### config.mk
export PLATFORM = sky130hd
export DESIGN_NAME = szac_top
export DESIGN_NICKNAME = d
export VERILOG_FILES = /design/src/szac_pkg.sv /design/src/szac_try_ctr.sv /design/src/szac_byte_chk.sv /design/src/szac_top.sv
export VERILOG_INCLUDE_DIRS = /design/src /design/src/src
export SDC_FILE = /design/constraint.sdc
export NUM_CORES = 1
export LEC_CHECK = 0
export BUFFER_PORTS_ARGS = -buffer_cell sky130_fd_sc_hd__buf_2
export CAP_MARGIN = 20
export CORE_MARGIN = 1.5
export CORE_UTILIZATION = 61
export CTS_BUF_LIST = sky130_fd_sc_hd__clkbuf_8
export DETAILED_ROUTE_END_ITERATION = 10
export PLACE_DENSITY = 0.87
export SLEW_MARGIN = 30
export SYNTH_ARGS = -nofsm -noshare
export SYNTH_HDL_FRONTEND = slang
export SYNTH_SLANG_ARGS = --single-unit
### constraint.sdc
create_clock -name clk -period 5.6 [get_ports clk]
set_clock_uncertainty 0.05 [all_clocks]
set_input_delay 1.12 -clock clk [delete_from_list [all_inputs] [get_ports clk]]
set_output_delay 1.12 -clock clk [all_outputs]
set_load 0.005 [all_outputs]
### src/szac_cfg.svh
`ifndef SZAC_CFG_SVH
`define SZAC_CFG_SVH

// ----------------------------------------------------------------
// write page sizes in bytes
// ----------------------------------------------------------------
`define SZAC_PAGE_LEN 7'h20
`define SZAC_AT_PAGE_LEN 7'h08

// ----------------------------------------------------------------
// attempt counters
// ----------------------------------------------------------------
`define SZAC_TRY_LIMIT 3'h4
`define SZAC_TRY_W 3
`define SZAC_NPWD 8
`define SZAC_AUTH_CTR 8

// ----------------------------------------------------------------
// configuration zone portions and special password
// ----------------------------------------------------------------
`define SZAC_PWD_PART 2'h3
`define SZAC_PWD_FUSE 2
`define SZAC_SUPER_PWD 3'h0
`define SZAC_LOCK_BYTE 3'h0

`endif

### src/szac_pkg.sv
package szac_pkg;

  // ----------------------------------------------------------------
  // decoded card commands from the frame layer
  // ----------------------------------------------------------------
  typedef enum logic [3:0] {
    SZAC_OP_NONE = 4'h0,
    SZAC_OP_AUTH = 4'h1,
    SZAC_OP_ENC = 4'h2,
    SZAC_OP_PWD = 4'h3,
    SZAC_OP_READ = 4'h4,
    SZAC_OP_WRITE = 4'h5,
    SZAC_OP_CFG_WR = 4'h6,
    SZAC_OP_FUSE = 4'h7,
    SZAC_OP_RELEASE = 4'h8,
    SZAC_OP_STANDBY = 4'h9,
    SZAC_OP_CSUM = 4'ha
  } szac_op_e;

  // ----------------------------------------------------------------
  // write sequencer states
  // ----------------------------------------------------------------
  typedef enum logic [6:0] {
    SZAC_ST_BOOT = 7'h01,
    SZAC_ST_IDLE = 7'h02,
    SZAC_ST_DATA = 7'h04,
    SZAC_ST_BUF = 7'h08,
    SZAC_ST_COPY = 7'h10,
    SZAC_ST_DIRECT = 7'h20,
    SZAC_ST_RESTORE = 7'h40
  } szac_state_e;

  // ----------------------------------------------------------------
  // communication security mode
  // ----------------------------------------------------------------
  typedef enum logic [2:0] {
    SZAC_MODE_STD = 3'h1,
    SZAC_MODE_AUTH = 3'h2,
    SZAC_MODE_ENC = 3'h4
  } szac_mode_e;

endpackage : szac_pkg

### src/szac_try_ctr.sv
`include "szac_cfg.svh"

module szac_try_ctr (
  // clock and reset
  input wire logic clk,
  input wire logic rstn,
  // one verification attempt
  input wire logic try_stb,
  input wire logic try_ok,
  // result
  output logic locked,
  output logic pass
);

  logic [`SZAC_TRY_W-1:0] fails_ff;
  logic [`SZAC_TRY_W-1:0] nxt_fails;

  // once at the limit every attempt fails and the count is frozen
  assign locked = (fails_ff == `SZAC_TRY_LIMIT);
  assign pass = try_ok & ~locked;

  always_comb begin
    nxt_fails = fails_ff;
    if (try_stb && !locked) begin
      nxt_fails = try_ok ? '0 : fails_ff + `SZAC_TRY_W'(1);
    end
  end

  always_ff @(posedge clk or negedge rstn) begin
    if (!rstn) begin
      fails_ff <= '0;
    end else begin
      fails_ff <= nxt_fails;
    end
  end

endmodule : szac_try_ctr

### src/szac_byte_chk.sv
`include "szac_cfg.svh"

module szac_byte_chk (
  // zone options
  input wire logic lock_mode,
  input wire logic prog_only,
  // byte under write
  input wire logic [2:0] byte_sel,
  input wire logic [7:0] lock_byte,
  input wire logic [7:0] old_data,
  input wire logic [7:0] new_data,
  // verdict
  output logic allow,
  output logic [7:0] merged
);

  logic is_lock_byte;
  logic only_clear;

  assign is_lock_byte = lock_mode & (byte_sel == `SZAC_LOCK_BYTE);
  // bit n guards byte n; bit 0 therefore guards the lock byte itself
  assign allow = ~lock_mode | lock_byte[byte_sel];
  assign only_clear = prog_only | is_lock_byte;
  // in program-only zones and on the lock byte, cleared bits can never come back to one
  assign merged = only_clear ? (old_data & new_data) : new_data;

endmodule : szac_byte_chk

### src/szac_top.sv
// Summary of operation
// - after power-up and anticollision the card is in standard mode, nothing held.
// - authentication mode on good authentication; encryption only after that.
// - config data clear; passwords encrypted from auth; user data in encryption.
// - three fuses each lock a config portion forever; blow them in order (the fuse command does not check the order).
// - antitearing chosen by host; pages at most 8 bytes, extra write cycles.
// - antitearing writes go to buffer then target; torn copy restored at boot.
// - in write-lock zones bit n of a page's first byte guards byte n.
// - clearing bit 0 of the lock byte locks the lock byte too.
// - lock byte bits only go from one to zero.
// - write-lock zones take one byte per write; more bytes are refused.
// - an accepted password holds until power loss, new password, release or standby.
// - one password active; a write password also grants read.
// - authentication holds until new attempt, failure, release or standby.
// - separate failure counters; after four misses every attempt fails.
// - encryption holds until re-init, new authentication attempt, release or standby; failed re-init stops user data ciphering.
// - zones needing encryption refuse reads and writes outside encryption mode.
// - authentication switches to MAC; writes then need a correct MAC.
// - wrong MAC abandons the command and drops MAC mode.
// - in standard mode the host may read a checksum back.
// - supervisor password holder gets full access to all password sets.
// - modify-forbidden zones refuse every write.
// - program-only zones only let bits go from one to zero.
// - without antitearing the write page is 32 bytes.
`include "szac_cfg.svh"

module szac_top (
  // clock and power-on reset
  input wire logic clk,
  input wire logic rstn,
  // session
  input wire logic ac_done,
  // decoded command
  input wire logic cmd_valid,
  input wire szac_pkg::szac_op_e cmd_op,
  input wire logic cmd_ok,
  input wire logic cmd_mac_ok,
  input wire logic [2:0] cmd_pwd_idx,
  input wire logic cmd_pwd_wr,
  input wire logic [8:0] cmd_addr,
  input wire logic [5:0] cmd_len,
  input wire logic [1:0] cmd_part,
  input wire logic cmd_at,
  // options of the addressed zone
  input wire logic zc_pwd_en,
  input wire logic [2:0] zc_pwd_idx,
  input wire logic zc_auth_req,
  input wire logic zc_enc_req,
  input wire logic zc_lock_mode,
  input wire logic zc_prog_only,
  input wire logic zc_mod_forbid,
  input wire logic supervisor_en,
  input wire logic [2:0] fuse_blown,
  // write byte stream
  input wire logic wb_valid,
  input wire logic [7:0] wb_data,
  input wire logic [7:0] wb_old,
  input wire logic [7:0] lock_byte,
  // eeprom side
  input wire logic ee_done,
  input wire logic tear_pending,
  // answer
  output logic rsp_ack_ff,
  output logic rsp_nack_ff,
  output logic rd_grant_ff,
  output logic csum_rd_ff,
  // security state
  output logic [2:0] sec_mode_ff,
  output logic mac_mode_ff,
  output logic crypt_pwd_ff,
  output logic crypt_user_ff,
  output logic pwd_valid_ff,
  output logic [2:0] pwd_idx_ff,
  output logic pwd_wr_ff,
  // eeprom control
  output logic ee_wb_valid_ff,
  output logic [7:0] ee_wb_data_ff,
  output logic ee_prog_ff,
  output logic ee_to_buf_ff,
  output logic ee_from_buf_ff,
  output logic tear_set_ff,
  output logic tear_clr_ff,
  output logic [2:0] fuse_blow_ff,
  output logic busy_ff
);

  // ----------------------------------------------------------------
  // state
  // ----------------------------------------------------------------
  szac_pkg::szac_state_e state_ff;
  szac_pkg::szac_state_e nxt_state;
  logic auth_ff;
  logic enc_ff;
  logic nxt_auth;
  logic nxt_enc;
  logic nxt_mac;
  logic nxt_pwd_valid;
  logic [2:0] nxt_pwd_idx;
  logic nxt_pwd_wr;
  logic at_ff;
  logic cfg_ff;
  logic lock_ff;
  logic prog_ff;
  logic [2:0] sel_ff;
  logic [5:0] cnt_ff;
  logic nxt_at;
  logic nxt_cfg;
  logic nxt_lock;
  logic nxt_prog;
  logic [2:0] nxt_sel;
  logic [5:0] nxt_cnt;
  logic nxt_ack;
  logic nxt_nack;
  logic nxt_rd_grant;
  logic nxt_csum;
  logic nxt_wb_valid;
  logic nxt_prog_pulse;
  logic nxt_to_buf;
  logic nxt_from_buf;
  logic nxt_tear_set;
  logic nxt_tear_clr;
  logic [2:0] nxt_fuse;

  // ----------------------------------------------------------------
  // command decode
  // ----------------------------------------------------------------
  logic take;
  logic op_auth;
  logic op_enc;
  logic op_pwd;
  logic op_read;
  logic op_write;
  logic op_cfg;
  logic op_fuse;
  logic op_release;
  logic op_csum;

  // commands only exist once anticollision is over
  assign take = cmd_valid & ac_done & (state_ff == szac_pkg::SZAC_ST_IDLE);
  assign op_auth = take & (cmd_op == szac_pkg::SZAC_OP_AUTH);
  assign op_enc = take & (cmd_op == szac_pkg::SZAC_OP_ENC);
  assign op_pwd = take & (cmd_op == szac_pkg::SZAC_OP_PWD);
  assign op_read = take & (cmd_op == szac_pkg::SZAC_OP_READ);
  assign op_write = take & (cmd_op == szac_pkg::SZAC_OP_WRITE);
  assign op_cfg = take & (cmd_op == szac_pkg::SZAC_OP_CFG_WR);
  assign op_fuse = take & (cmd_op == szac_pkg::SZAC_OP_FUSE);
  assign op_csum = take & (cmd_op == szac_pkg::SZAC_OP_CSUM);
  assign op_release = take & ((cmd_op == szac_pkg::SZAC_OP_RELEASE) |
                              (cmd_op == szac_pkg::SZAC_OP_STANDBY));

  // ----------------------------------------------------------------
  // attempt counters: one per password set plus authentication
  // ----------------------------------------------------------------
  logic [`SZAC_NPWD:0] try_stb;
  logic [`SZAC_NPWD:0] try_pass;

  genvar gi;
  generate
    for (gi = 0; gi < `SZAC_NPWD; gi++) begin : g_pwd_ctr
      assign try_stb[gi] = op_pwd & (cmd_pwd_idx == 3'(gi));
    end
  endgenerate
  assign try_stb[`SZAC_AUTH_CTR] = op_auth;

  generate
    for (gi = 0; gi <= `SZAC_NPWD; gi++) begin : g_ctr
      szac_try_ctr u_ctr (
        .clk(clk),
        .rstn(rstn),
        .try_stb(try_stb[gi]),
        .try_ok(cmd_ok),
        .locked(),
        .pass(try_pass[gi])
      );
    end
  endgenerate

  logic auth_pass;
  logic pwd_pass;

  assign auth_pass = try_pass[`SZAC_AUTH_CTR];
  assign pwd_pass = try_pass[cmd_pwd_idx];

  // ----------------------------------------------------------------
  // access checks
  // ----------------------------------------------------------------
  logic pwd_match;
  logic rd_ok;
  logic wr_ok;
  logic mac_bad;
  logic [6:0] lim;
  logic [6:0] off;
  logic [6:0] end_off;
  logic len_ok;
  logic super_ok;
  logic cfg_ok;

  assign pwd_match = pwd_valid_ff & (pwd_idx_ff == zc_pwd_idx);
  // a write password opens reads as well
  assign rd_ok = (~zc_pwd_en | pwd_match) & (~zc_auth_req | auth_ff) &
                 (~zc_enc_req | enc_ff);
  assign mac_bad = mac_mode_ff & ~cmd_mac_ok;
  assign lim = cmd_at ? `SZAC_AT_PAGE_LEN : `SZAC_PAGE_LEN;
  assign off = cmd_at ? {4'h0, cmd_addr[2:0]} : {2'h0, cmd_addr[4:0]};
  assign end_off = off + {1'b0, cmd_len};
  // a write may not cross its page; lock zones take a single byte
  assign len_ok = (cmd_len != 6'h00) & (end_off <= lim) &
                  (~zc_lock_mode | (cmd_len == 6'h01));
  assign wr_ok = (~zc_pwd_en | (pwd_match & pwd_wr_ff)) &
                 (~zc_auth_req | auth_ff) & (~zc_enc_req | enc_ff) &
                 ~zc_mod_forbid & len_ok;
  assign super_ok = supervisor_en & pwd_valid_ff & pwd_wr_ff &
                    (pwd_idx_ff == `SZAC_SUPER_PWD);
  // passwords are shielded by the last fuse unless the supervisor writes
  assign cfg_ok = (cmd_part == `SZAC_PWD_PART) ?
                  (~fuse_blown[`SZAC_PWD_FUSE] | super_ok) :
                  ~fuse_blown[cmd_part];

  // ----------------------------------------------------------------
  // per byte lock and program-only handling
  // ----------------------------------------------------------------
  logic byte_allow;
  logic [7:0] byte_merged;

  szac_byte_chk u_byte_chk (
    .lock_mode(lock_ff),
    .prog_only(prog_ff),
    .byte_sel(sel_ff),
    .lock_byte(lock_byte),
    .old_data(wb_old),
    .new_data(wb_data),
    .allow(byte_allow),
    .merged(byte_merged)
  );

  logic last_byte;

  assign last_byte = (cnt_ff == 6'h01);

  // ----------------------------------------------------------------
  // security state and write sequencer
  // ----------------------------------------------------------------
  always_comb begin
    nxt_state = state_ff;
    nxt_auth = auth_ff;
    nxt_enc = enc_ff;
    nxt_mac = mac_mode_ff;
    nxt_pwd_valid = pwd_valid_ff;
    nxt_pwd_idx = pwd_idx_ff;
    nxt_pwd_wr = pwd_wr_ff;
    nxt_at = at_ff;
    nxt_cfg = cfg_ff;
    nxt_lock = lock_ff;
    nxt_prog = prog_ff;
    nxt_sel = sel_ff;
    nxt_cnt = cnt_ff;
    nxt_ack = 1'b0;
    nxt_nack = 1'b0;
    nxt_rd_grant = 1'b0;
    nxt_csum = 1'b0;
    nxt_wb_valid = 1'b0;
    nxt_prog_pulse = 1'b0;
    nxt_to_buf = ee_to_buf_ff;
    nxt_from_buf = ee_from_buf_ff;
    nxt_tear_set = 1'b0;
    nxt_tear_clr = 1'b0;
    nxt_fuse = 3'h0;
    unique case (state_ff)
      szac_pkg::SZAC_ST_BOOT: begin
        // a torn copy is finished from the buffer before anything else
        if (tear_pending) begin
          nxt_prog_pulse = 1'b1;
          nxt_from_buf = 1'b1;
          nxt_to_buf = 1'b0;
          nxt_state = szac_pkg::SZAC_ST_RESTORE;
        end else begin
          nxt_state = szac_pkg::SZAC_ST_IDLE;
        end
      end
      szac_pkg::SZAC_ST_RESTORE: begin
        if (ee_done) begin
          nxt_tear_clr = 1'b1;
          nxt_from_buf = 1'b0;
          nxt_state = szac_pkg::SZAC_ST_IDLE;
        end
      end
      szac_pkg::SZAC_ST_IDLE: begin
        if (op_auth) begin
          // a new attempt drops the old session first
          nxt_auth = auth_pass;
          nxt_mac = auth_pass;
          nxt_enc = 1'b0;
          nxt_ack = auth_pass;
          nxt_nack = ~auth_pass;
        end
        if (op_enc) begin
          nxt_enc = auth_ff & cmd_ok;
          nxt_ack = auth_ff & cmd_ok;
          nxt_nack = ~(auth_ff & cmd_ok);
        end
        if (op_pwd) begin
          // presenting a password replaces whatever was active
          nxt_pwd_valid = pwd_pass;
          nxt_pwd_idx = cmd_pwd_idx;
          nxt_pwd_wr = cmd_pwd_wr;
          nxt_ack = pwd_pass;
          nxt_nack = ~pwd_pass;
        end
        if (op_release) begin
          nxt_auth = 1'b0;
          nxt_enc = 1'b0;
          nxt_mac = 1'b0;
          nxt_pwd_valid = 1'b0;
          nxt_ack = 1'b1;
        end
        if (op_read) begin
          nxt_rd_grant = rd_ok;
          nxt_ack = rd_ok;
          nxt_nack = ~rd_ok;
        end
        if (op_csum) begin
          nxt_csum = ~mac_mode_ff;
          nxt_ack = ~mac_mode_ff;
          nxt_nack = mac_mode_ff;
        end
        if (op_fuse) begin
          nxt_fuse[cmd_part] = (cmd_part != `SZAC_PWD_PART);
          nxt_ack = (cmd_part != `SZAC_PWD_PART);
          nxt_nack = (cmd_part == `SZAC_PWD_PART);
        end
        if ((op_write | op_cfg) & mac_bad) begin
          nxt_mac = 1'b0;
          nxt_nack = 1'b1;
        end else if ((op_write & wr_ok) | (op_cfg & cfg_ok & len_ok)) begin
          nxt_at = cmd_at;
          nxt_cfg = op_cfg;
          nxt_lock = op_write & zc_lock_mode;
          nxt_prog = op_write & zc_prog_only;
          nxt_sel = cmd_addr[2:0];
          nxt_cnt = cmd_len;
          nxt_state = szac_pkg::SZAC_ST_DATA;
        end else if (op_write | op_cfg) begin
          nxt_nack = 1'b1;
        end
      end
      szac_pkg::SZAC_ST_DATA: begin
        if (wb_valid & ~byte_allow) begin
          nxt_nack = 1'b1;
          nxt_state = szac_pkg::SZAC_ST_IDLE;
        end else if (wb_valid) begin
          nxt_wb_valid = 1'b1;
          nxt_cnt = cnt_ff - 6'h01;
          nxt_sel = sel_ff + 3'h1;
          if (last_byte) begin
            nxt_prog_pulse = 1'b1;
            nxt_to_buf = at_ff;
            nxt_from_buf = 1'b0;
            nxt_state = at_ff ? szac_pkg::SZAC_ST_BUF :
                                szac_pkg::SZAC_ST_DIRECT;
          end
        end
      end
      szac_pkg::SZAC_ST_BUF: begin
        // buffer holds a good copy: mark it in the same cycle the target copy starts
        if (ee_done) begin
          nxt_tear_set = 1'b1;
          nxt_prog_pulse = 1'b1;
          nxt_to_buf = 1'b0;
          nxt_from_buf = 1'b1;
          nxt_state = szac_pkg::SZAC_ST_COPY;
        end
      end
      szac_pkg::SZAC_ST_COPY: begin
        if (ee_done) begin
          nxt_tear_clr = 1'b1;
          nxt_from_buf = 1'b0;
          nxt_ack = 1'b1;
          nxt_state = szac_pkg::SZAC_ST_IDLE;
        end
      end
      szac_pkg::SZAC_ST_DIRECT: begin
        if (ee_done) begin
          nxt_ack = 1'b1;
          nxt_state = szac_pkg::SZAC_ST_IDLE;
        end
      end
      default: begin
        nxt_state = szac_pkg::SZAC_ST_IDLE;
      end
    endcase
  end

  // ----------------------------------------------------------------
  // mode and cipher selection
  // ----------------------------------------------------------------
  logic [2:0] nxt_mode;

  assign nxt_mode = nxt_enc ? szac_pkg::SZAC_MODE_ENC :
                    nxt_auth ? szac_pkg::SZAC_MODE_AUTH :
                    szac_pkg::SZAC_MODE_STD;

  // ----------------------------------------------------------------
  // registers
  // ----------------------------------------------------------------
  always_ff @(posedge clk or negedge rstn) begin
    if (!rstn) begin
      state_ff <= szac_pkg::SZAC_ST_BOOT;
      auth_ff <= 1'b0;
      enc_ff <= 1'b0;
      mac_mode_ff <= 1'b0;
      sec_mode_ff <= szac_pkg::SZAC_MODE_STD;
      crypt_pwd_ff <= 1'b0;
      crypt_user_ff <= 1'b0;
      pwd_valid_ff <= 1'b0;
      pwd_idx_ff <= 3'h0;
      pwd_wr_ff <= 1'b0;
    end else begin
      state_ff <= nxt_state;
      auth_ff <= nxt_auth;
      enc_ff <= nxt_enc;
      mac_mode_ff <= nxt_mac;
      sec_mode_ff <= nxt_mode;
      crypt_pwd_ff <= nxt_auth | nxt_enc;
      crypt_user_ff <= nxt_enc;
      pwd_valid_ff <= nxt_pwd_valid;
      pwd_idx_ff <= nxt_pwd_idx;
      pwd_wr_ff <= nxt_pwd_wr;
    end
  end

  always_ff @(posedge clk or negedge rstn) begin
    if (!rstn) begin
      at_ff <= 1'b0;
      cfg_ff <= 1'b0;
      lock_ff <= 1'b0;
      prog_ff <= 1'b0;
      sel_ff <= 3'h0;
      cnt_ff <= 6'h00;
      ee_to_buf_ff <= 1'b0;
      ee_from_buf_ff <= 1'b0;
      ee_wb_data_ff <= 8'h00;
    end else begin
      at_ff <= nxt_at;
      cfg_ff <= nxt_cfg;
      lock_ff <= nxt_lock;
      prog_ff <= nxt_prog;
      sel_ff <= nxt_sel;
      cnt_ff <= nxt_cnt;
      ee_to_buf_ff <= nxt_to_buf;
      ee_from_buf_ff <= nxt_from_buf;
      if (nxt_wb_valid) begin
        ee_wb_data_ff <= byte_merged;
      end
    end
  end

  always_ff @(posedge clk or negedge rstn) begin
    if (!rstn) begin
      rsp_ack_ff <= 1'b0;
      rsp_nack_ff <= 1'b0;
      rd_grant_ff <= 1'b0;
      csum_rd_ff <= 1'b0;
      ee_wb_valid_ff <= 1'b0;
      ee_prog_ff <= 1'b0;
      tear_set_ff <= 1'b0;
      tear_clr_ff <= 1'b0;
      fuse_blow_ff <= 3'h0;
      busy_ff <= 1'b1;
    end else begin
      rsp_ack_ff <= nxt_ack;
      rsp_nack_ff <= nxt_nack;
      rd_grant_ff <= nxt_rd_grant;
      csum_rd_ff <= nxt_csum;
      ee_wb_valid_ff <= nxt_wb_valid;
      ee_prog_ff <= nxt_prog_pulse;
      tear_set_ff <= nxt_tear_set;
      tear_clr_ff <= nxt_tear_clr;
      fuse_blow_ff <= nxt_fuse;
      busy_ff <= (nxt_state != szac_pkg::SZAC_ST_IDLE);
    end
  end

endmodule : szac_top

==> results of run 1 <==
cell families (layout without fill, tap and decap cells):
kind of cell | Yosys count | in the layout | share of synthesized area (%)
AO/OA/AOI/OAI | 129 | 129 | 16.5
XOR/XNOR | 9 | 9 | 1.59
adder cells (fa/ha/maj) | 30 | 30 | 7.73
buffers and inverters | 59 | 153 | 5.10
flip-flops | 79 | 79 | 40.0
multiplexers | 18 | 18 | 4.49
other | 1 | 1 | 0.0757
AND/OR/NAND/NOR | 218 | 218 | 24.5
sequential cells by signal, indices dropped and copies added, names as in the netlist, 2 cells and up:
register              flops
g_ctr.u_ctr.fails_ff     27
ee_wb_data_ff             8
state_ff                  7
cnt_ff                    6
fuse_blow_ff              3
pwd_idx_ff                3
sel_ff                    3
sec_mode_ff               2
critical path, cell delays in order:
cell and delay, ns:
buf_2 0.13, ha_1 0.28, a21o_1 0.16, a21oi_1 0.21
o21bai_1 0.09, a21oi_1 0.20, xnor2_1 0.09, ha_1 0.30
or4bb_1 0.48, o22ai_1 0.16, nor4bb_1 0.52, o2111ai_4 0.40
and2_1 0.38, o22a_1 0.24
cell usage in the layout (no fill, tap or decap), types with 5 or more instances in the layout:
cell      synthesis  final
a21o_1           10     10
a21oi_1          22     22
a31oi_1           5      5
and2_1            7      7
buf_2             1     99
clkbuf_8          0     10
dfrtp_1          76     76
ha_1             29     29
inv_1            35     35
mux2i_1          11     11
nand2_1          65     65
nand2b_1         13     13
nand3_1           9      9
nand4_1           5      5
nand4b_1          5      5
nor2_1           32     32
nor2b_1           9      9
nor3_1           17     17
nor4_1           10     10
nor4b_1           6      5
nor4bb_1          5      5
o21ai_0          52     52
o22ai_1           7      7
or3_1             6      6
xor2_1            5      5
per-layer routing:
layer | vias to the layer above | global-route usage, % | routed length, microns
li1 | 2133 | - | -
met1 | 2128 | 40.3 | 5310
met2 | 188 | 44.5 | 5530
met3 | 25 | 5.61 | 806
met4 | 0 | 8.33 | 234
met5 | - | 0 | 0
where the power goes:
part / total [mW] / switching [mW] / internal [mW] / leakage, nW
sequential: 0.681 / 0.0522 / 0.628 / 1.03
combinational: 0.290 / 0.160 / 0.130 / 1.59
clock: 0.532 / 0.220 / 0.311 / 0.127
area by class of cell:
cell class	instances	area, sq um
flip-flops and latches	79	1980
clock buffers	10	138
inverters	35	131
clock inverters	6	116
multi-input cells	405	2730
repair buffers	102	531
fillers	592	2060
well taps	102	128
path summary, 6_finish.rpt:
| path | from | end | slack, ns |
|---|---|---|---|
| worst max register to register | state_ff[6] | cnt_ff[5] | 2.38 |
| worst min-delay path | ee_wb_data_ff[0] | ee_wb_data_ff[0] | 0.44 |
| worst min register to register | ee_wb_data_ff[0] | ee_wb_data_ff[0] | 0.44 |
| worst max-delay path | cmd_addr[1] | cnt_ff[5] | 1.01 |
| min in group asynchronous | rstn | g_ctr[0].u_ctr.fails_ff[2] | 0.68 |
| max in group asynchronous | rstn | busy_ff | 4.17 |
==> impl_summary.log, run 1 <==
[metrics] top cell type's share of synthesized area: about two fifths
[metrics] initial detailed-routing violation count: roughly 400
[metrics] slew at the pin with the worst max-slew slack: 0.914 ns
[metrics] run status: completed
[metrics] post-synthesis cell type count: about 70
[metrics] Slew headroom: a little under 40%
[metrics] area delta synth->final: 16.1%
[metrics] pin count of the biggest net entering global routing: 43
[metrics] initial core utilization: a little under two thirds
[metrics] number of antenna violations at the first check in global routing: 0
[metrics] cells after synthesis: 543
[metrics] total vias in the final route: between 4k and 5k
[metrics] min setup slack post-route: about 1.0 ns
[metrics] proportion of synthesized flip-flops having asynchronous set or reset: 100%
[metrics] CTS sink cnt: 79
[metrics] area leader, netlist: dfrtp_1
[metrics] quantity of I/O buffers inserted on ports: 100
[metrics] cell with the most instances after synthesis: dfrtp_1
[metrics] DRT Wirelength: approximately 12000 microns
[metrics] CTS-repair resized insts: 0
[metrics] per-cell routed wire length: 16.1 microns
[metrics] utilization after layout: 73.7%
[metrics] Area contributors post-synth: dfrtp_1 38%, ha_1 7.3%, o21ai_0 5.3%, nand2_1 4.9%, inv_1 2.7%
[metrics] average via count per standard cell: 6.05
[metrics] number of flops mapped to enable cells by yosys: 0
[metrics] maximum clock frequency: 218 MHz
[metrics] final setup fails: 0
[metrics] number of iterations in the first detailed-routing pass: 5
[metrics] Antenna diodes: 0
[metrics] number of placed cells counting well taps: just over 700
[metrics] clock root buffer master: clkbuf_8
[metrics] minimum hold slack: 0.441 ns
[metrics] pre-CTS WS: ~0.65 ns
[metrics] static leakage power: 2.75 nW
[metrics] final max-slew violation count: 0
[metrics] TritonCTS clock tree: built
[metrics] path class of the lowest-slack min-delay path: flip-flop to flip-flop
[metrics] post-cts hold buffer count: 0
[metrics] Core ar.: 0.00781 sq mm
[metrics] Post-Synthesis Net Count: 645
[metrics] final-report hold violation count: 0
[metrics] RSZ-0062 raised after global routing: false
[metrics] top_reg_cell synth: dfrtp_1
[metrics] non-filler instance count after layout: 739
[metrics] area of the die: just under 0.009 sq mm
[metrics] clock slew seen by the registers of the worst setup and hold paths: about 0.09 ns
[metrics] post-synthesis area per instance: 9.12 sq um
[metrics] logic depth of the worst register-to-register path: 5
[metrics] summed negative setup slack over all endpoints: 0 ns
[metrics] Std-Cell Rows: 32
[metrics] arrival time of the worst setup path: 4.79 ns
[metrics] maximum VDD drop: 206 uV
[metrics] gr usage total: 28.5%
[metrics] total chip power: 1.50 mW
[metrics] critical path required time: 5.79 ns
[metrics] drt drc: 0
[metrics] number of buffers created by CTS: 9
[metrics] worst-path fanout max: 19
[metrics] vias in the first global route: roughly 4.2k
[metrics] final worst path period need: 4.59 ns
[metrics] count of synthesis-stage warnings from yosys: 0
[metrics] I/O pin cnt: ~110
[metrics] hpwl dp: 8970 microns
[metrics] number of nets in the final layout: 734
[metrics] DIE HEIGHT: 93.1 microns
[metrics] number of stages on the worst hold path: 2
[metrics] layout cell share with drive strength beyond 1: 22.0%
[metrics] sequential element share of the synthesized area: 40.0%
[metrics] number of levels the H-tree was split into: 3
[metrics] CTS Buffer Depth: 2
[metrics] portion of the clock cycle consumed by the worst path in the final layout: 82.0%
[metrics] wire length of the first global-routing pass: between 15000 and 20000 microns
[metrics] global placement routability congestion: around 0.95
[metrics] cell area after placement: about 0.0055 sq mm
[metrics] synth cell count leaders: 76 x dfrtp_1, 65 x nand2_1, 52 x o21ai_0
[metrics] CP endpoint kind: flip-flop
[metrics] global route overflow: 0
[metrics] sort of element at the start of the critical path: input pin
[metrics] max cap viols: 0
[metrics] type of the setup path with the least slack: input pin to flip-flop
[metrics] Post-Syn Area: about 0.0050 sq mm
[metrics] PwrDens: 261 mW/mm^2
[metrics] Clk Latency, worst-skew pair: 0.35 ns
[metrics] die boundary width: 93.1 microns
[metrics] count of nets left with antenna violations after detail routing: 0
[metrics] flops & latches, synth: 79
[metrics] buffers inserted during post-CTS setup optimization: 0
[metrics] final cell area excluding filler cells: 0.00575 sq mm
Power figures use the tool's default switching activity.
==> inputs of run 2 (changes only) <==
--- a/config.mk
+++ b/config.mk
@@ -9,10 +9,10 @@
 export BUFFER_PORTS_ARGS = -buffer_cell sky130_fd_sc_hd__buf_2
 export CAP_MARGIN = 20
 export CORE_MARGIN = 1.5
-export CORE_UTILIZATION = 61
+export CORE_UTILIZATION = 57
 export CTS_BUF_LIST = sky130_fd_sc_hd__clkbuf_8
 export DETAILED_ROUTE_END_ITERATION = 10
-export PLACE_DENSITY = 0.87
+export PLACE_DENSITY = 0.82
 export SLEW_MARGIN = 30
 export SYNTH_ARGS = -nofsm -noshare
 export SYNTH_HDL_FRONTEND = slang
==> constraint.sdc (replaced) <==
create_clock -name clk -period 4.8 [get_ports clk]
set_clock_uncertainty 0.05 [all_clocks]
set_input_delay 0.96 -clock clk [delete_from_list [all_inputs] [get_ports clk]]
set_output_delay 0.96 -clock clk [all_outputs]
set_load 0.005 [all_outputs]
==> run 2 against run 1 <==
Against the previous run: combinational power up 18%; total power up 4.6%; sequential power up 17%; flip-flop and latch count unchanged; global-route usage down 1.8 points; critical endpoint is now sel_ff[0]; wire length down 0.95%; cell count up 0.54%; critical path type unchanged; count of clock-buffer cells in the layout down 1; die area up 6.8%; critical path depth up 2; core utilization down 5.1 points.
==> impl_summary.log, run 2 (synthesis results as in run 1) <==
[metrics] run status: completed
[metrics] Reg2Reg Launch Point: state_ff[6]
[metrics] non-filler instance count after layout: around 740
[metrics] per-cell routed wire length: 15.8 microns
[metrics] area of the die: around 0.009 sq mm
[metrics] number of levels the H-tree was split into: 3
[metrics] portion of the clock cycle consumed by the worst path in the final layout: between 80 and 90%
[metrics] CTS Buffer Depth: 2
[metrics] final max-slew violation count: 0
[metrics] worst-path cell with the longest stage delay: or4bb_1
[metrics] pin count of the biggest net entering global routing: 52
[metrics] number of antenna violations at the first check in global routing: 0
[metrics] drt drc: 0
[metrics] final-report hold violation count: 0
[metrics] static leakage power: around 2.7 nW
[metrics] leading cell types in the layout, fill and taps excluded: 99 x buf_2, 76 x dfrtp_1, 65 x nand2_1, 52 x o21ai_0, 35 x inv_1
[metrics] logic depth of the worst register-to-register path: 5
[metrics] initial core utilization: 59.7%
[metrics] global route overflow: 0
[metrics] clock slew seen by the registers of the worst setup and hold paths: 0.09 ns
[metrics] final worst path period need: between 4 and 5 ns
[metrics] Clk Latency, worst-skew pair: 0.36 ns
[metrics] number of buffers created by CTS: 9
[metrics] number of nets in the final layout: 736
[metrics] slew at the pin with the worst max-slew slack: 0.901 ns
[metrics] average via count per standard cell: about 6
[metrics] layout cell share with drive strength beyond 1: 22.1%
[metrics] post-cts hold buffer count: 0
[metrics] commonest non-fill, non-tap cell in the layout: buf_2
[metrics] DRT Wirelength: around 12000 microns
[metrics] beginning of the critical path: cmd_addr[1]
[metrics] hpwl dp: between 8000 and 9000 microns
[metrics] worst flop-to-flop path endpoint: cnt_ff[4]
[metrics] area of combinational cells with multiple inputs: 0.00273 sq mm
[metrics] number of placed cells counting well taps: 728
[metrics] DIE HEIGHT: 96.2 microns
[metrics] clock root buffer master: clkbuf_8
[metrics] Std-Cell Rows: 33
[metrics] path class of the lowest-slack min-delay path: flip-flop to flip-flop
[metrics] register-to-register path setup slack: 1.57 ns
[metrics] Largest delay share family, worst path: compound AO/OA/AOI/OAI gates
[metrics] ordered list of cells on the worst path: buf_2 > ha_1 > a21o_1 > a21oi_1 > o21bai_1 > a21oi_1 > xnor2_1 > ha_1 > or4bb_1 > o22ai_1 > nor4bb_1 > buf_4 > o2111ai_4 > buf_4 > a211o_1 > o21ai_1
[metrics] biggest regs: g_ctr.u_ctr.fails_ff: 27 flops, ee_wb_data_ff: 8 flops, state_ff: 7 flops
[metrics] area taken by flip-flops and latches: about 0.0020 sq mm
[metrics] TritonCTS clock tree: built
[metrics] sort of element at the start of the critical path: input pin
[metrics] type of the setup path with the least slack: input pin to flip-flop
[metrics] flip-flop count of the largest register after layout: 27
[metrics] # fillers: around 700
[metrics] largest register by flop count: g_ctr.u_ctr.fails_ff
[metrics] stage delay of the slowest cell on the critical path: roughly 0.48 ns
[metrics] CTS-repair resized insts: 0
[metrics] worst-path fanout max: 12
[metrics] combined buffer and inverter count along the critical path: 3
[metrics] count of cell instances traversed by the critical path: 16
[metrics] initial detailed-routing violation count: 333
[metrics] PwrDens: roughly 280 mW/mm^2
[metrics] I/O pin cnt: between 100 and 150
[metrics] vias in the first global route: just over 4k
[metrics] Antenna diodes: 0
[metrics] wire length of the first global-routing pass: between 15000 and 20000 microns
[metrics] CTS sink cnt: just under 80
[metrics] max cap viols: 0
[metrics] count of nets left with antenna violations after detail routing: 0
[metrics] maximum VDD drop: roughly 180 uV
[metrics] number of iterations in the first detailed-routing pass: 6
[metrics] CP endpoint kind: flip-flop
[metrics] Critical path destination: sel_ff[0]
[metrics] buffers inserted during post-CTS setup optimization: 0
[metrics] quantity of I/O buffers inserted on ports: 100
[metrics] critical path required time: 5.01 ns
[metrics] Slew headroom: 39.4%
[metrics] summed negative setup slack over all endpoints: 0 ns
[metrics] total vias in the final route: 4451
[metrics] Core ar.: 0.00830 sq mm
[metrics] RSZ-0062 raised after global routing: false
[metrics] arrival time of the worst setup path: 4.39 ns
[metrics] die boundary width: 96.2 microns
[metrics] gr usage total: between 20% and 30%
[metrics] area delta synth->final: 14.8%
[metrics] maximum clock frequency: 240 MHz
[metrics] global placement routability congestion: 0.859
[metrics] final setup fails: 0
run 2: how the worst min path moves through the flow:
stage                      from                to  slack (ns)  cells past startpoint
2_1_floorplan           prog_ff           prog_ff        0.40                      2
3_3_place_gp   ee_wb_data_ff[7]  ee_wb_data_ff[7]        0.41                      2
3_5_place_dp   ee_wb_data_ff[6]  ee_wb_data_ff[6]        0.42                      2
4_1_cts        ee_wb_data_ff[6]  ee_wb_data_ff[6]        0.44                      2
5_1_grt        ee_wb_data_ff[0]  ee_wb_data_ff[0]        0.47                      2
6_report       ee_wb_data_ff[6]  ee_wb_data_ff[6]        0.43                      2
run 2: worst register-to-register path, stage by stage, from the launching register on:
cell	delay (ns)
dfrtp_1	0.48
nor3_2	0.56
nand4b_1	0.52
or3_1	0.87
and2_1	0.39
o22a_1	0.24
run 2: area by class of cell:
class                           instances  share of cell area, %
Tap cell                              105                   2.31
Clock buffer                            9                   2.18
Multi-Input combinational cell        405                   48.0
Timing Repair Buffer                  104                   9.72
Inverter                               35                   2.31
Sequential cell                        79                   34.8
Clock inverter                          6                  0.682
run 2: stage by stage:
stage | util (%) | total power [mW] | setup slack, ns | hold slack [ns] | instance area (sq um)
after CTS | 68.5 | 1.58 | 0.664 | 0.438 | 5690
after detailed placement | 66.6 | 1.15 | 0.300 | 0.418 | 5520
after floorplan | - | 1.00 | 0.592 | 0.399 | 4950
after global routing | 68.5 | 1.66 | 0.363 | 0.470 | 5690
after global placement | 66.2 | 1.12 | 0.438 | 0.409 | 5500
final | 68.5 | 1.57 | 0.626 | 0.429 | 5690
run 2: routing by layer:
metal / vias to the layer above / global-route usage (%) / share of wire, %
li1: 2131 / - / -
met1: 2096 / 38.0 / 45
met2: 208 / 41.1 / 45
met3: 16 / 6.87 / 9.1
met4: 0 / 5.27 / 0.82
met5: - / 0 / 0
run 2: power breakdown:
group	internal (mW)	total, mW	switching (mW)	leakage [nW]
registers	0.733	0.795	0.0621	1.03
logic	0.155	0.342	0.187	1.60
clock network	0.183	0.434	0.251	0.0809
==> inputs of run 3 (changes only) <==
--- a/config.mk
+++ b/config.mk
@@ -13,6 +13,7 @@
 export CTS_BUF_LIST = sky130_fd_sc_hd__clkbuf_8
 export DETAILED_ROUTE_END_ITERATION = 10
 export PLACE_DENSITY = 0.82
+export RECOVER_POWER = 100
 export SLEW_MARGIN = 30
 export SYNTH_ARGS = -nofsm -noshare
 export SYNTH_HDL_FRONTEND = slang
==> run 3 against run 2 <==
Against the previous run: the run now ends with capacitance limit, slew limit left; first-iteration DRC count rose by 4.2%; count of clock-buffer cells in the layout did not move; register-to-register slack got worse by 0.46 ns; largest power group unchanged.
==> impl_summary.log, run 3 (synthesis results as in run 1) <==
[metrics] non-filler instance count after layout: 743
[metrics] vias in the first global route: slightly above 4k
[metrics] I/O pin cnt: 105
[metrics] area of the die: 0.00926 sq mm
[metrics] run status: finished with violations
[metrics] Core ar.: 0.00830 sq mm
[metrics] maximum VDD drop: 176 uV
[metrics] static leakage power: 2.61 nW
[metrics] Largest delay share family, worst path: compound AO/OA/AOI/OAI gates
[metrics] maximum clock frequency: 231 MHz
[metrics] pin count of the biggest net entering global routing: 52
[metrics] Std-Cell Rows: 33
[metrics] post-cts hold buffer count: 0
[metrics] layout cell share with drive strength beyond 1: 17.4%
[metrics] sort of element at the start of the critical path: input pin
[metrics] ordered list of cells on the worst path: clkbuf_1 > ha_1 > a21o_1 > a21oi_1 > o21bai_1 > a21oi_1 > xnor2_1 > ha_1 > or4bb_1 > o22ai_1 > nor4bb_1 > clkbuf_1 > o2111ai_4 > clkbuf_1 > a211o_1 > o21ai_0
[metrics] # fillers: 720
[metrics] number of levels the H-tree was split into: 3
[metrics] area delta synth->final: 13.6%
[metrics] pre-CTS WS: 0.300 ns
[metrics] type of the setup path with the least slack: input pin to flip-flop
[metrics] buffers inserted during post-CTS setup optimization: 0
[metrics] Sequential Power Share: about 51%
[metrics] initial detailed-routing violation count: 347
[metrics] leading cell types in the layout, fill and taps excluded: 76 x dfrtp_1, 75 x buf_2, 65 x nand2_1, 53 x o21ai_0, 35 x inv_1
[metrics] wire length of the first global-routing pass: about 19000 microns
[metrics] final setup fails: 0
[metrics] biggest regs: g_ctr.u_ctr.fails_ff: 27 flops, ee_wb_data_ff: 8 flops, state_ff: 7 flops
[metrics] final-report hold violation count: 0
[metrics] global placement routability congestion: 0.859
[metrics] area taken by flip-flops and latches: roughly 0.0020 sq mm
[metrics] GR met2 Demand/Resource: 41.1%
[metrics] path class of the lowest-slack min-delay path: flip-flop to flip-flop
[metrics] critical path's most frequent cell: clkbuf_1
[metrics] total vias in the final route: 4427
[metrics] initial core utilization: 59.7%
[metrics] Internal Power: between 1 and 1.5 mW
[metrics] portion of the clock cycle consumed by the worst path in the final layout: 90.3%
[metrics] critical path required time: 5.00 ns
[metrics] min setup slack post-route: 0.465 ns
[metrics] stage delay of the slowest cell on the critical path: 0.48 ns
[metrics] arrival time of the worst setup path: ~4.5 ns
[metrics] summed negative setup slack over all endpoints: 0 ns
[metrics] RSZ-0062 raised after global routing: false
[metrics] number of buffers created by CTS: 9
[metrics] met3 Track Usage GR: roughly 6.9%
[metrics] clock slew seen by the registers of the worst setup and hold paths: 0.08 ns
[metrics] PwrDens: 277 mW/mm^2
[metrics] quantity of I/O buffers inserted on ports: 100
[metrics] area of combinational cells with multiple inputs: 0.00271 sq mm
[metrics] DRT Wirelength: about 12000 microns
[metrics] average via count per standard cell: 5.96
[metrics] final max-slew violation count: 29
[metrics] fraction of power spent switching nets: 31.9%
[metrics] worst-path cell with the longest stage delay: or4bb_1
[metrics] Clk Latency, worst-skew pair: 0.36 ns
[metrics] hpwl dp: between 8000 and 9000 microns
[metrics] per-cell routed wire length: 15.7 microns
[metrics] Slew headroom: -10.8%
[metrics] Clk pwr share: 27.7%
[metrics] worst-path fanout max: 12
[metrics] minimum hold slack: 0.429 ns
[metrics] number of antenna violations at the first check in global routing: 0
[metrics] gr usage total: 26.7%
[metrics] violations in the final reports: capacitance limit, slew limit
[metrics] slew at the pin with the worst max-slew slack: 1.66 ns
[metrics] combined buffer and inverter count along the critical path: 3
[metrics] Antenna diodes: 0
[metrics] CTS sink cnt: 79
[metrics] largest register by flop count: g_ctr.u_ctr.fails_ff
[metrics] DIE HEIGHT: 96.2 microns
[metrics] die boundary width: 96.2 microns
[metrics] net switching power of the design: 0.497 mW
[metrics] flip-flop count of the largest register after layout: 27
[metrics] layer with the highest usage: met2
[metrics] count of nets left with antenna violations after detail routing: 0
[metrics] max cap viols: 1
[metrics] commonest non-fill, non-tap cell in the layout: dfrtp_1
[metrics] CTS Buffer Depth: 2
[metrics] drt drc: 0
[metrics] final worst path period need: 4.34 ns
[metrics] clock root buffer master: clkbuf_8
[metrics] TritonCTS clock tree: built
[metrics] number of iterations in the first detailed-routing pass: 5
[metrics] number of placed cells counting well taps: ~730
[metrics] CTS-repair resized insts: 0
[metrics] GRT met1 Usage: about two fifths
[metrics] global route overflow: 0
[metrics] logic gate share of total power: 21.3%
[metrics] number of nets in the final layout: 736
[metrics] CP endpoint kind: flip-flop
run 3: area by class of cell:
class,count,share of cell area (%)
multi-input combinational,405,48.2
sequential,79,35.2
timing repair buffer,104,9.09
inverter,35,2.33
tap,105,2.33
clock buffer,9,2.20
clock inverter,6,0.689
run 3: worst reg2reg max path: cells and delay by family (launching register included):
family | cells | cell delay (ns)
DFF | 1 | 0.47
and+or+nand+nor | 4 | 2.79
AOI/OAI and AO/OA | 1 | 0.27
run 3: worst paths after layout:
kind                            depth (start not counted)  slack, ns                    endpoint              from
worst max register to register                          5       1.11                   cnt_ff[4]       state_ff[6]
worst max-delay path                                   16       0.46                   sel_ff[0]       cmd_addr[1]
worst min-delay path                                    2       0.43            ee_wb_data_ff[6]  ee_wb_data_ff[6]
min in group asynchronous                               1       0.96  g_ctr[6].u_ctr.fails_ff[1]              rstn
max in group asynchronous                               2       2.71                     busy_ff              rstn
worst min register to register                          2       0.43            ee_wb_data_ff[6]  ee_wb_data_ff[6]
run 3: through the flow:
stage	total power, mW	util (%)	instance area (sq um)
detailed placement	1.15	66.6	5520
global placement	1.12	66.2	5500
CTS	1.58	68.5	5690
global route	1.65	67.8	5630
floorplan	1.00	-	4950
finish	1.56	67.8	5630
run 3: power by group through the flow:
stage	Combinational, mW	Clock (mW)	Sequential [mW]
2_1_floorplan	0.214	0	0.790
3_3_place_gp	0.324	0	0.800
3_5_place_dp	0.341	0	0.806
4_1_cts	0.342	0.441	0.794
5_1_grt	0.377	0.469	0.804
6_report	0.333	0.432	0.796
run 3: per-layer routing:
| layer | part of all wire (%) | wire length [microns] |
|---|---|---|
| met1 | 46 | 5320 |
| met2 | 45 | 5320 |
| met3 | 8.2 | 965 |
| met4 | 0.78 | 91 |
| met5 | 0 | 0 |
